`config.mk`:
```
export PLATFORM = sky130hd
export DESIGN_NAME = omc_operating_mode_controller
export DESIGN_NICKNAME = d
export VERILOG_FILES = /design/src/verilog/omc_pkg.sv /design/src/verilog/omc_operating_mode_controller.sv
export SDC_FILE = /design/constraint.sdc
export NUM_CORES = 1
export LEC_CHECK = 0
export BUFFER_PORTS_ARGS = -buffer_cell sky130_fd_sc_hd__buf_2
export CORE_MARGIN = 3
export CORE_UTILIZATION = 48
export DETAILED_ROUTE_END_ITERATION = 8
export GPL_ROUTABILITY_DRIVEN = 0
export GPL_TIMING_DRIVEN = 0
export PLACE_DENSITY = 0.84
export SLEW_MARGIN = 5
export SYNTH_ARGS = -nofsm -noshare
export SYNTH_HDL_FRONTEND = slang
export SYNTH_SLANG_ARGS = --single-unit
export TNS_END_PERCENT = 50
```
`constraint.sdc`:
```
create_clock -name core_clk -period 6.25 [get_ports core_clk]
set_clock_uncertainty 0.1 [all_clocks]
set_input_delay 0.3125 -clock core_clk [delete_from_list [all_inputs] [get_ports core_clk]]
set_output_delay 0.3125 -clock core_clk [all_outputs]
set_load 0.02 [all_outputs]
```
`src/verilog/omc_pkg.sv`:
```
`default_nettype none
package omc_pkg;

  // Register byte offsets on the AHB-Lite slave.
  localparam logic [7:0]  WAKE_MASK_OFFSET   = 8'h00;
  localparam logic [7:0]  MODE_STATUS_OFFSET = 8'h04;
  // Wake mask field: bit 0 keypad, 1 low voltage, 2 converter, 3 serial edge,
  // 4 comparator, 5 periodic timer.
  localparam int          WAKE_MASK_WIDTH    = 6;
  localparam logic [5:0]  WAKE_MASK_RESET    = 6'h3f;
  // Mode status field positions.
  localparam int          STATUS_MODE_LSB    = 0;
  localparam int          STATUS_CAUSE_LSB   = 8;
  localparam int          STATUS_PIN_BIT     = 16;

  // Fixed program addresses, the jump opcode and the periodic-off select.
  localparam logic [13:0] RESET_FETCH_ADDR   = 14'h3ffd;
  localparam logic [13:0] VECTOR_ADDR        = 14'h3ff7;
  localparam logic [7:0]  JUMP_OPCODE        = 8'hbc;
  localparam logic [2:0]  PERIODIC_OFF       = 3'h0;

  // Depth of the pin synchroniser, and cycles waited before the mode sample.
  localparam logic [1:0]  SAMPLE_WAIT        = 2'h2;

  // Operating modes, one-hot.
  typedef enum logic [4:0] {
    MODE_SAMPLE = 5'h01,
    MODE_RUN    = 5'h02,
    MODE_DEBUG  = 5'h04,
    MODE_WAIT   = 5'h08,
    MODE_STOP   = 5'h10
  } omc_mode_type;

  // Debug commands as decoded by the serial debug front end.
  typedef enum logic [2:0] {
    CMD_MEM_ACCESS   = 3'h0,
    CMD_MEM_STATUS   = 3'h1,
    CMD_HALT         = 3'h2,
    CMD_REG_ACCESS   = 3'h3,
    CMD_TRACE        = 3'h4,
    CMD_RESUME       = 3'h5,
    CMD_FORCE_RESET  = 3'h6
  } omc_cmd_type;

  // Configuration bits held in registers outside this block.
  typedef struct packed {
    logic       stopEnableBit;
    logic       debugModeEnableBit;
    logic       lowvoltEnableBit;
    logic       lowvoltStopEnableBit;
    logic       intrefStopEnableBit;
    logic [2:0] periodicWakeSelect;
    logic       periodicWakeClockSelect;
    logic       extrefClockEnableBit;
    logic       extrefStopEnableBit;
  } omc_config_type;

  // Asynchronous wake requests (each already enabled at its source).
  typedef struct packed {
    logic periodic;
    logic comparator;
    logic serialEdge;
    logic converter;
    logic lowVolt;
    logic keypad;
  } omc_wake_type;

  // Power and clock gates driven to the rest of the chip.
  typedef struct packed {
    logic cpuClockOn;
    logic moduleClockOn;
    logic debugClockOn;
    logic regulatorFull;
    logic intClockSourceOn;
    logic lowPowerOscOn;
    logic extrefClockOn;
    logic converterStopAllowed;
  } omc_power_type;

  // Answer to one debug command.
  typedef struct packed {
    logic valid;
    logic accepted;
    logic lowPowerError;
    logic memAccessGranted;
    logic traceStep;
  } omc_resp_type;

endpackage
`default_nettype wire

```
`src/verilog/omc_operating_mode_controller.sv`:
```
`timescale 1ns/1ps
`default_nettype none
module omc_operating_mode_controller (
  input  wire logic                    core_clk,
  input  wire logic                    arst_n,
  // AHB-Lite slave.
  input  wire logic                    hsel,
  input  wire logic [31:0]             haddr,
  input  wire logic [1:0]              htrans,
  input  wire logic                    hwrite,
  input  wire logic [2:0]              hsize,
  input  wire logic [31:0]             hwdata,
  input  wire logic                    hready,
  output logic                         hreadyout,
  output logic                         hresp,
  output logic [31:0]                  hrdata,
  // Mode select pin, input side only.
  input  wire logic                    debugModeSelectPin,
  // Configuration bits from outside.
  input  wire omc_pkg::omc_config_type cfg,
  // CPU events, one-cycle pulses on core_clk, then the vector mask, address and interrupt levels.
  input  wire logic                    cpuWaitExec,
  input  wire logic                    cpuStopExec,
  input  wire logic                    haltToDebugInstruction,
  input  wire logic                    breakpointHit,
  input  wire logic                    vectorMaskBit,
  input  wire logic [13:0]             nextInstrAddr,
  input  wire logic                    interruptPending,
  // Asynchronous wake requests.
  input  wire omc_pkg::omc_wake_type   wakeReq,
  // Decoded debug commands.
  input  wire logic                    dbgCmdValid,
  input  wire omc_pkg::omc_cmd_type    dbgCmd,
  // CPU control.
  output logic                         pcLoad,
  output logic [13:0]                  pcLoadValue,
  output logic                         iraLoad,
  output logic [13:0]                  iraValue,
  output logic                         illegalOpcodeReset,
  output logic                         debugForceReset,
  output logic                         cpuSuspended,
  output omc_pkg::omc_mode_type        mode,
  output omc_pkg::omc_power_type       power,
  output omc_pkg::omc_resp_type        dbgResp
);

  // Synchroniser stages for the pin and the wake requests.
  logic                       pinMeta;
  logic                       pinSync;
  omc_pkg::omc_wake_type      wakeMeta;
  omc_pkg::omc_wake_type      wakeSync;
  // Mode state and its next value.
  omc_pkg::omc_mode_type      next_mode;
  logic [1:0]                 sampleCnt;
  // Software registers.
  logic [5:0]                 wakeMask;
  logic [2:0]                 wakeCause;
  logic                       pinAtSample;
  // Latched AHB address phase.
  logic                       busWrite;
  logic                       busRead;
  logic [7:0]                 busAddr;
  // Decoded events.
  logic                       lvBoth;
  logic                       stopWake;
  logic                       haltCmd;
  logic                       cmdOk;
  logic                       resetCmd;

  // Both low-voltage bits set keep the detector alive in stop.
  assign lvBoth   = cfg.lowvoltEnableBit & cfg.lowvoltStopEnableBit;
  assign haltCmd  = dbgCmdValid && (dbgCmd == omc_pkg::CMD_HALT);
  assign resetCmd = dbgCmdValid && (dbgCmd == omc_pkg::CMD_FORCE_RESET) &&
                    (mode == omc_pkg::MODE_DEBUG || mode == omc_pkg::MODE_RUN);

  // Any enabled source in the software mask ends stop; the periodic timer
  // counts only when its select is not zero.
  assign stopWake = |({wakeSync.periodic & (cfg.periodicWakeSelect != omc_pkg::PERIODIC_OFF),
                       wakeSync.comparator, wakeSync.serialEdge, wakeSync.converter,
                       wakeSync.lowVolt, wakeSync.keypad} & wakeMask);

  // The pin and the wake lines come from outside the clock domain. The pin
  // resets high because its pull-up holds it there when nothing is attached.
  always_ff @(posedge core_clk or negedge arst_n) begin
    if (!arst_n) begin
      pinMeta  <= 1'b1;
      pinSync  <= 1'b1;
      wakeMeta <= '0;
      wakeSync <= '0;
    end else begin
      pinMeta  <= debugModeSelectPin;
      pinSync  <= pinMeta;
      wakeMeta <= wakeReq;
      wakeSync <= wakeMeta;
    end
  end

  // Command legality per mode.
  always_comb begin
    cmdOk = 1'b0;
    case (mode)
      omc_pkg::MODE_RUN: begin
        // Only memory commands, halt and forced reset while the application runs.
        cmdOk = (dbgCmd == omc_pkg::CMD_MEM_ACCESS) || (dbgCmd == omc_pkg::CMD_MEM_STATUS) ||
                (dbgCmd == omc_pkg::CMD_HALT) || (dbgCmd == omc_pkg::CMD_FORCE_RESET);
      end
      omc_pkg::MODE_DEBUG: begin
        cmdOk = 1'b1;
      end
      omc_pkg::MODE_WAIT: begin
        cmdOk = (dbgCmd == omc_pkg::CMD_HALT) || (dbgCmd == omc_pkg::CMD_MEM_STATUS);
      end
      omc_pkg::MODE_STOP: begin
        // Without debug clocks in stop nothing is heard at all.
        cmdOk = cfg.debugModeEnableBit &&
                ((dbgCmd == omc_pkg::CMD_HALT) || (dbgCmd == omc_pkg::CMD_MEM_STATUS));
      end
      default: begin
        cmdOk = 1'b0;
      end
    endcase
  end

  // Next-mode decision.
  always_comb begin
    next_mode = mode;
    case (mode)
      omc_pkg::MODE_SAMPLE: begin
        // Pin sampled once the synchroniser holds post-reset values.
        if (sampleCnt == omc_pkg::SAMPLE_WAIT) begin
          next_mode = pinSync ? omc_pkg::MODE_RUN : omc_pkg::MODE_DEBUG;
        end
      end
      omc_pkg::MODE_RUN: begin
        if (resetCmd) begin
          next_mode = omc_pkg::MODE_SAMPLE;
        end else if (haltCmd || haltToDebugInstruction || breakpointHit) begin
          next_mode = omc_pkg::MODE_DEBUG;
        end else if (cpuStopExec && cfg.stopEnableBit) begin
          next_mode = omc_pkg::MODE_STOP;
        end else if (cpuWaitExec) begin
          next_mode = omc_pkg::MODE_WAIT;
        end
      end
      omc_pkg::MODE_DEBUG: begin
        if (resetCmd) begin
          next_mode = omc_pkg::MODE_SAMPLE;
        end else if (dbgCmdValid && dbgCmd == omc_pkg::CMD_RESUME) begin
          next_mode = omc_pkg::MODE_RUN;
        end
      end
      omc_pkg::MODE_WAIT: begin
        // The halt command takes priority over an interrupt in the same cycle.
        if (haltCmd) begin
          next_mode = omc_pkg::MODE_DEBUG;
        end else if (interruptPending) begin
          next_mode = omc_pkg::MODE_RUN;
        end
      end
      omc_pkg::MODE_STOP: begin
        if (haltCmd && cfg.debugModeEnableBit) begin
          next_mode = omc_pkg::MODE_DEBUG;
        end else if (stopWake) begin
          next_mode = omc_pkg::MODE_RUN;
        end
      end
      default: begin
        next_mode = omc_pkg::MODE_SAMPLE;
      end
    endcase
  end

  // Mode register and the reset sampling counter. A forced reset from the
  // host goes back through sampling so the host may hold the pin low.
  always_ff @(posedge core_clk or negedge arst_n) begin
    if (!arst_n) begin
      mode      <= omc_pkg::MODE_SAMPLE;
      sampleCnt <= 2'h0;
    end else begin
      mode <= next_mode;
      if (next_mode == omc_pkg::MODE_SAMPLE && mode != omc_pkg::MODE_SAMPLE) begin
        sampleCnt <= 2'h0;
      end else if (mode == omc_pkg::MODE_SAMPLE && sampleCnt != omc_pkg::SAMPLE_WAIT) begin
        sampleCnt <= sampleCnt + 2'h1;
      end
    end
  end

  // Program counter steering: reset fetch, vectored wake or plain resume.
  always_ff @(posedge core_clk or negedge arst_n) begin
    if (!arst_n) begin
      pcLoad      <= 1'b0;
      pcLoadValue <= 14'h0;
      iraLoad     <= 1'b0;
      iraValue    <= 14'h0;
    end else begin
      pcLoad  <= 1'b0;
      iraLoad <= 1'b0;
      if (mode == omc_pkg::MODE_SAMPLE && next_mode == omc_pkg::MODE_RUN) begin
        // No vector fetch: the jump placed at this address does the work.
        pcLoad      <= 1'b1;
        pcLoadValue <= omc_pkg::RESET_FETCH_ADDR;
      end else if ((mode == omc_pkg::MODE_WAIT || mode == omc_pkg::MODE_STOP) &&
                   next_mode == omc_pkg::MODE_RUN && !vectorMaskBit) begin
        pcLoad      <= 1'b1;
        pcLoadValue <= omc_pkg::VECTOR_ADDR;
        iraLoad     <= 1'b1;
        iraValue    <= nextInstrAddr;
      end
    end
  end

  // Reset and force-reset pulses for the rest of the chip.
  always_ff @(posedge core_clk or negedge arst_n) begin
    if (!arst_n) begin
      illegalOpcodeReset <= 1'b0;
      debugForceReset    <= 1'b0;
    end else begin
      illegalOpcodeReset <= (mode == omc_pkg::MODE_RUN) && cpuStopExec && !cfg.stopEnableBit &&
                            !haltCmd && !haltToDebugInstruction && !breakpointHit &&
                            !resetCmd;
      debugForceReset    <= resetCmd;
    end
  end

  // Clock, regulator and oscillator gates follow the mode being entered.
  always_ff @(posedge core_clk or negedge arst_n) begin
    if (!arst_n) begin
      power <= '{cpuClockOn: 1'b0, moduleClockOn: 1'b1, debugClockOn: 1'b1,
                 regulatorFull: 1'b1, intClockSourceOn: 1'b1, lowPowerOscOn: 1'b1,
                 extrefClockOn: 1'b0, converterStopAllowed: 1'b1};
    end else if (next_mode == omc_pkg::MODE_STOP) begin
      power.cpuClockOn           <= 1'b0;
      power.moduleClockOn        <= 1'b0;
      power.debugClockOn         <= cfg.debugModeEnableBit;
      power.regulatorFull        <= cfg.debugModeEnableBit | lvBoth;
      power.intClockSourceOn     <= cfg.debugModeEnableBit |
                                    (cfg.intrefStopEnableBit & lvBoth);
      power.lowPowerOscOn        <= !(!lvBoth && cfg.periodicWakeClockSelect);
      power.extrefClockOn        <= cfg.extrefClockEnableBit & cfg.extrefStopEnableBit &
                                    lvBoth;
      power.converterStopAllowed <= lvBoth;
    end else begin
      // CPU is clocked only in run; wait and debug keep system clocks going.
      power.cpuClockOn           <= (next_mode == omc_pkg::MODE_RUN);
      power.moduleClockOn        <= 1'b1;
      power.debugClockOn         <= 1'b1;
      power.regulatorFull        <= 1'b1;
      power.intClockSourceOn     <= 1'b1;
      power.lowPowerOscOn        <= 1'b1;
      power.extrefClockOn        <= cfg.extrefClockEnableBit;
      power.converterStopAllowed <= 1'b1;
    end
  end

  // The CPU is held while in debug, wait, stop or while the mode is sampled.
  assign cpuSuspended = (mode != omc_pkg::MODE_RUN);

  // Debug command answer, registered one cycle after the command.
  always_ff @(posedge core_clk or negedge arst_n) begin
    if (!arst_n) begin
      dbgResp <= '0;
    end else begin
      dbgResp.valid            <= dbgCmdValid;
      dbgResp.accepted         <= dbgCmdValid && cmdOk;
      // Status commands in low power report the error and touch no memory.
      dbgResp.lowPowerError    <= dbgCmdValid && cmdOk && (dbgCmd == omc_pkg::CMD_MEM_STATUS) &&
                                  (mode == omc_pkg::MODE_WAIT ||
                                   mode == omc_pkg::MODE_STOP);
      dbgResp.memAccessGranted <= dbgCmdValid && cmdOk &&
                                  (mode == omc_pkg::MODE_RUN || mode == omc_pkg::MODE_DEBUG) &&
                                  (dbgCmd == omc_pkg::CMD_MEM_ACCESS ||
                                   dbgCmd == omc_pkg::CMD_MEM_STATUS);
      dbgResp.traceStep        <= dbgCmdValid && (mode == omc_pkg::MODE_DEBUG) &&
                                  (dbgCmd == omc_pkg::CMD_TRACE);
    end
  end

  // Wake cause and pin sample, kept for software to read.
  always_ff @(posedge core_clk or negedge arst_n) begin
    if (!arst_n) begin
      wakeCause   <= 3'h0;
      pinAtSample <= 1'b1;
    end else begin
      if (mode == omc_pkg::MODE_SAMPLE && sampleCnt == omc_pkg::SAMPLE_WAIT) begin
        pinAtSample <= pinSync;
      end
      if (mode == omc_pkg::MODE_STOP && next_mode != omc_pkg::MODE_STOP) begin
        // Low bits name the source class: 1 interrupt or wake request, 2 halt command.
        wakeCause <= haltCmd ? 3'h2 : 3'h1;
      end else if (mode == omc_pkg::MODE_WAIT && next_mode != omc_pkg::MODE_WAIT) begin
        wakeCause <= haltCmd ? 3'h6 : 3'h5;
      end
    end
  end

  // AHB-Lite address phase capture. The slave never stalls, so hready is
  // simply the previous transfer ending.
  always_ff @(posedge core_clk or negedge arst_n) begin
    if (!arst_n) begin
      busWrite <= 1'b0;
      busRead  <= 1'b0;
      busAddr  <= 8'h0;
    end else begin
      busWrite <= hsel && hready && htrans[1] && hwrite;
      busRead  <= hsel && hready && htrans[1] && !hwrite;
      busAddr  <= haddr[7:0];
    end
  end

  // Wake mask register, the one that software writes.
  always_ff @(posedge core_clk or negedge arst_n) begin
    if (!arst_n) begin
      wakeMask <= omc_pkg::WAKE_MASK_RESET;
    end else if (busWrite && busAddr == omc_pkg::WAKE_MASK_OFFSET) begin
      wakeMask <= hwdata[omc_pkg::WAKE_MASK_WIDTH-1:0];
    end
  end

  // Read data is registered so it stands through the data phase.
  always_ff @(posedge core_clk or negedge arst_n) begin
    if (!arst_n) begin
      hrdata <= 32'h0;
    end else if (hsel && hready && htrans[1] && !hwrite) begin
      case (haddr[7:0])
        omc_pkg::WAKE_MASK_OFFSET: begin
          hrdata <= {26'h0, wakeMask};
        end
        omc_pkg::MODE_STATUS_OFFSET: begin
          hrdata <= {15'h0, pinAtSample, 5'h0, wakeCause, 3'h0, mode};
        end
        default: begin
          // Unmapped offsets read zero.
          hrdata <= 32'h0;
        end
      endcase
    end
  end

  // Zero wait states and always OKAY.
  assign hreadyout = 1'b1;
  assign hresp     = 1'b0;

endmodule
`default_nettype wire

```
==> Yosys cells after proc, flatten, opt, wreduce, memory -nomap -nowiden <==
Index checks and enable logic that the tools add are counted.
{ "classes": {"addsub": 1, "n_reduce_logical": 60, "n_mux": 27, "n_eq_ne": 20, "bitwise_logic": 9} }
{ "op_table": {"columns": ["op", "count"], "rows": [
  ["$mux W5", 11],
  ["$logic_and A1 B1 Y1", 34],
  ["$pmux W17 S2", 1],
  ["$mux W14", 2],
  ["$pmux W5 S5", 1],
  ["$logic_not A8 Y1", 2],
  ["$eq A5 B1 Y1 const B", 2],
  ["$eq A5 B2 Y1 const B", 2],
  ["$eq A5 B5 Y1 const B", 2],
  ["$eq A3 B3 Y1 const B", 3],
  ["$logic_not A1 Y1", 9],
  ["$mux W3", 3],
  ["$eq A8 B3 Y1 const B", 1],
  ["$logic_or A1 B1 Y1", 8],
  ["$mux W2", 4],
  ["$mux W8", 1],
  ["$and A6 B6 Y6", 1],
  ["$reduce_bool A2 Y1", 3],
  ["$reduce_or A6 Y1", 1],
  ["$and A1 B1 Y1", 5],
  ["$eq A5 B3 Y1 const B", 1],
  ["$eq A5 B4 Y1 const B", 1],
  ["$ne A5 B1 Y1 const B", 1],
  ["$ne A5 B2 Y1 const B", 1],
  ["14 further kinds", 17]
]} }
{ "word_totals": {"wordCells": 158, "ff_bits": 117, "inputBits": 116, "out_inout_bits": 85} }

==> Longest topological paths before layout <==
{ "logic_depth": {"ltp_word": 12, "mapped_depth": 8, "ltp_nobuf": 6} }

==> Worst setup path after synthesis <==
No wires, ideal clock.
{ "synth_timing": {"kind": "register to register", "startpoint": "register mode[3]", "endpoint": "register iraValue[0]", "t_arrival_ps": 1972, "path_slack_ps": 4053, "path_buffers": 3, "path_stages_with_launch": 9, "setup_ps": 125, "required_time_ps": 6025, "synth_period_minus_slack_ps": 2197, "cell_sequence": "dfrtp_1 buf_6 nor4_2 nand4_1 o21ai_0 a21o_1 buf_6 buf_6 mux2_4"} }
{ "synth_between": {"elab_chain_cells": 9, "word_cells_on_any_way": 26, "classes_between": "6 x eq/ne; 12 x mux; 1 x bitwise; 7 x reduce/logical"} }
{ "synth_rtl": {"columns": ["element", "line_no", "rtl"], "rows": [
  ["start, declared", "omc_operating_mode_controller.sv:42", "output omc_pkg::omc_mode_type mode,"],
  ["start signal, assigned", "omc_operating_mode_controller.sv:177", "mode <= omc_pkg::MODE_SAMPLE;"],
  ["start signal, assigned", "omc_operating_mode_controller.sv:180", "mode <= next_mode;"],
  ["$eq A5 B2 Y1 (tied with other cells)", "omc_operating_mode_controller.sv:74, omc_operating_mode_controller.sv:127", null],
  ["$logic_or A1 B1 Y1 or $mux W5 (tied branches)", "omc_operating_mode_controller.sv:74, omc_operating_mode_controller.sv:139", null],
  ["$logic_and A1 B1 Y1 or $mux W5 (tied branches)", "omc_operating_mode_controller.sv:73, omc_operating_mode_controller.sv:137", null],
  ["$mux W5 (on tied branches)", "omc_operating_mode_controller.sv:146, omc_operating_mode_controller.sv:135", null],
  ["$pmux W5 S5", "omc_operating_mode_controller.sv:127", "case (mode)"],
  ["$eq A5 B2 Y1", "omc_operating_mode_controller.sv:199, omc_operating_mode_controller.sv:204", null],
  ["$logic_and A1 B1 Y1 (on tied branches)", "omc_operating_mode_controller.sv:203, omc_operating_mode_controller.sv:199", null],
  ["$logic_and A1 B1 Y1 or $not A1 Y1 (tied branches)", null, null],
  ["$reduce_and A2 Y1 (no source line) (*)", null, null],
  ["end signal, assigned", "omc_operating_mode_controller.sv:208", "iraValue <= nextInstrAddr;"],
  ["end, declared", "omc_operating_mode_controller.sv:38", "output logic [13:0] iraValue,"]
]} }
Mark *: on every way between the ends. The rest lies on a longest branch, timed or not.
A chain may end at the register's enable or synchronous reset.

==> Final worst setup path <==
{ "layout_timing": {"startpoint": "register mode[2]", "endpoint": "register iraValue[0]"} }
Same word-level chain as after synthesis.

==> results.cfg <==
[status]
outcome = complete, no violations

[route]
dr.pass1.iters = 5
drt_iter0_drc = 74
viasPerCell = 4.84
routed_wl_um = 8020
drc_errors = 0
ant_nets = 0
vias = 2765
wl_per_cell_um = 14.1

[finish]
fin_nets = 584
areaGrowthSynthToFinish_pct = 32.2
seqCellArea_um2 = 2120
fin_cells = 571
fin_area_um2 = 4830
fin_util_pct = 65.9
n_antenna_cell = 0
multiInputGateArea_um2 = 1250
fillers = 587
drive_gt1_share_pct = 47.9

[worst_setup_path]
cp_slowest_stage_delay_ps = 380
crit_top_cell = buf_6
slowest_stage = dfrtp_1
arrival_ps = 2660
rr_worst_depth = 8
crit_chain = buf_2 -> nor2_1 -> nand3_1 -> o21ai_0 -> a21o_1 -> buf_6 -> buf_6 -> mux2_4
cp_num_buf_inv = 3
worstPathRequired_ps = 6380
end_kind = flop
path_depth = 8
cp_max_fo = 10
startpoint_type = flop
crit_family = simple AND/OR/NAND/NOR gates
crit_type = flop to flop

[hold_path]
worstHoldPathType = input port to flop
hold_depth = 2

[synth]
synthTopCellsByArea = dfrtp_1, dfstp_2, buf_4
synth-simple-area-share_pct = 13.7
avgSynthCellArea_um2 = 12.4
async_flop_share_pct = 100
synthCells = 295
synth_compound_area_share_pct = 8.28
synth_top_cell_by_area = dfrtp_1
yosys_warnings = 0
synth_common_cells = dfrtp_1, buf_4, mux2_2, nand2_1
synth_edf_count = 0
synth_fa_ha_area_share_pct = 0.342
synth.area.mux_share_pct = 8.66
synthXorXnorAreaFrac_pct = 0.719
yosysSeqAreaShare_pct = 58.1
yosysMostFrequentCell = dfrtp_1
synthesis.area_um2 = 3650
synth_top_area_share_pct = 46.6
synth_seq_cells = 84
ys_types = 59
synth-main-ff-cell = dfrtp_1
synth_top_family_by_area = simple AND/OR/NAND/NOR gates

[global_routing]
antenna_found_initial = 0
overflow = 0
grt_pass1_wl_um = 13100
grt_max_degree = 58
grt_use_total_pct = 19.2
grt_pass1_vias = 2807

[flow_run]
maxCapViolCount = 0

[clocking]
clk_path_buf_depth = 2
cts_inserted_buffers = 9
clock-sinks = 84
cts_tree = built
htreeDepth = 3
cts_root_buf = clkbuf_8
cts_resized = 0
path_clk_slew_ps = 80
clock_latency_ps = 340

[sta]
worstMarginPinSlew_ps = 501
rsz0062_at_grt = false
setup_viol = 0
hold_viol_final = 0
fin_crit_ps = 2530
relSlewSlack_pct = 66.1
post-route-period-util_pct = 40.5
finalSetupTns_ps = 0
worst_slack_ps = 3720
fmax_mhz = 395
slew_violations = 0

[die]
start_util_pct = 49.9
die-width_um = 93.3
num_rows = 31
io_pins = 201
die_area_um2 = 8700
core-area_um2 = 7330
die_h_um = 93.3

[placed_design]
hpwl_um = 6010
placed_cells = 539
port_buffers = 122
post-place-ws_ps = 3800
dpl_cell_area_um2 = 4500

[power_and_ir_drop]
leakage_nw = 2.49
power.density_nw_per_um2 = 266
peakVddDrop_v = 0.000140
timing repair:
| item | CTS | global route |
|---|---|---|
| hold endpoints to repair | 41 | 0 |
| hold buffers | 16 | 0 |
| buffers inserted | 0 | 0 |
cells in the final DEF (no fill, tap or decap), types with 2 or more instances in the layout:
master	instances
buf_2	125
dfrtp_1	68
buf_4	36
conb_1	24
nand2_1	17
mux2_2	17
nor2_1	16
dlygate4sd3_1	16
dfstp_2	16
o21ai_0	12
inv_1	10
clkbuf_8	10
nand3_1	8
nor3_1	5
clkbuf_1	5
a21oi_1	5
mux2_4	5
mux2i_1	5
nand3b_1	4
nor4_1	4
a22o_1	4
buf_6	3
nor3b_1	3
a21o_1	3
or2_2	3
o311ai_0	2
and3_1	2
nand4_1	2
a21boi_0	2
xnor2_1	2
nor4b_1	2
nand4b_1	2
clkinv_2	2
clkinvlp_4	2
per-stage QoR:
step	hold WS (ps)	power, mW
5_1_grt	6.78	1.35
4_1_cts	1.39	1.30
6_report	21.3	1.28
2_1_floorplan	-83.1	0.842
3_5_place_dp	156	0.951
3_3_place_gp	235	0.935
cells by family after synthesis:
logic type	count (synthesis)
compound gates	41
mux	27
xor+xnor	3
flops	84
other cells	2
simple gates	82
fa+ha+maj	1
buf+inv	55
state kept, by name, indices dropped and copies added, names as in the netlist:
register and cells:
iraValue 14, hrdata 10, busAddr 8, power 8, wakeMask 6, wakeMeta 6, wakeSync 6, dbgResp 5
mode 5, pcLoadValue 3, wakeCause 3, sampleCnt 2, busWrite 1, debugForceReset 1, illegalOpcodeReset 1, iraLoad 1
pcLoad 1, pinAtSample 1, pinMeta 1, pinSync 1
path summary, 6_finish.rpt:
check                                       from  slack [ps]                 endpoint
max                            mode[2]$_DFF_PN0_        3720  iraValue[0]$_DFFE_PN0P_
min                                       cfg[2]          20       power[2]$_DFF_PN1_
max reg2reg                    mode[2]$_DFF_PN0_        3720  iraValue[0]$_DFFE_PN0P_
min reg2reg                wakeMeta[5]$_DFF_PN0_         250    wakeSync[5]$_DFF_PN0_
max in group asynchronous                 arst_n        5060       power[2]$_DFF_PN1_
min in group asynchronous                 arst_n         350    wakeMeta[2]$_DFF_PN0_
cell type report:
cell class / count / share of cell area [%]
clock buffer: 12 / 3.00
tap: 99 / 2.56
inverter: 10 / 0.777
clock inverter: 4 / 0.518
sequential: 84 / 43.9
multi-input combinational: 178 / 25.9
timing repair buffer: 139 / 16.6
buffer: 45 / 6.78
worst register-to-register path, stage by stage, from the launching register on:
cell and delay (ps):
dfrtp_1 380, buf_2 200, nor2_1 340, nand3_1 290, o21ai_0 320, a21o_1 190
buf_6 150, buf_6 160, mux2_4 310
power breakdown:
| group | switching (mW) | internal, mW | leakage (nW) |
|---|---|---|---|
| sequential | 0.0236 | 0.581 | 1.05 |
| clock | 0.181 | 0.154 | 0.0824 |
| combinational | 0.193 | 0.151 | 1.36 |
| total | 0.398 | 0.886 | 2.49 |
layer usage:
| metal | part of all wire [%] | up-vias | global-route usage, % |
|---|---|---|---|
| met3 | 5.5 | 11 | 3.94 |
| met4 | 1.6 | 0 | 7.94 |
| li1 | - | 1317 | - |
| met1 | 38 | 1343 | 23.0 |
| met5 | 0 | - | 0 |
| met2 | 55 | 94 | 33.4 |
Power figures use the tool's default switching activity.
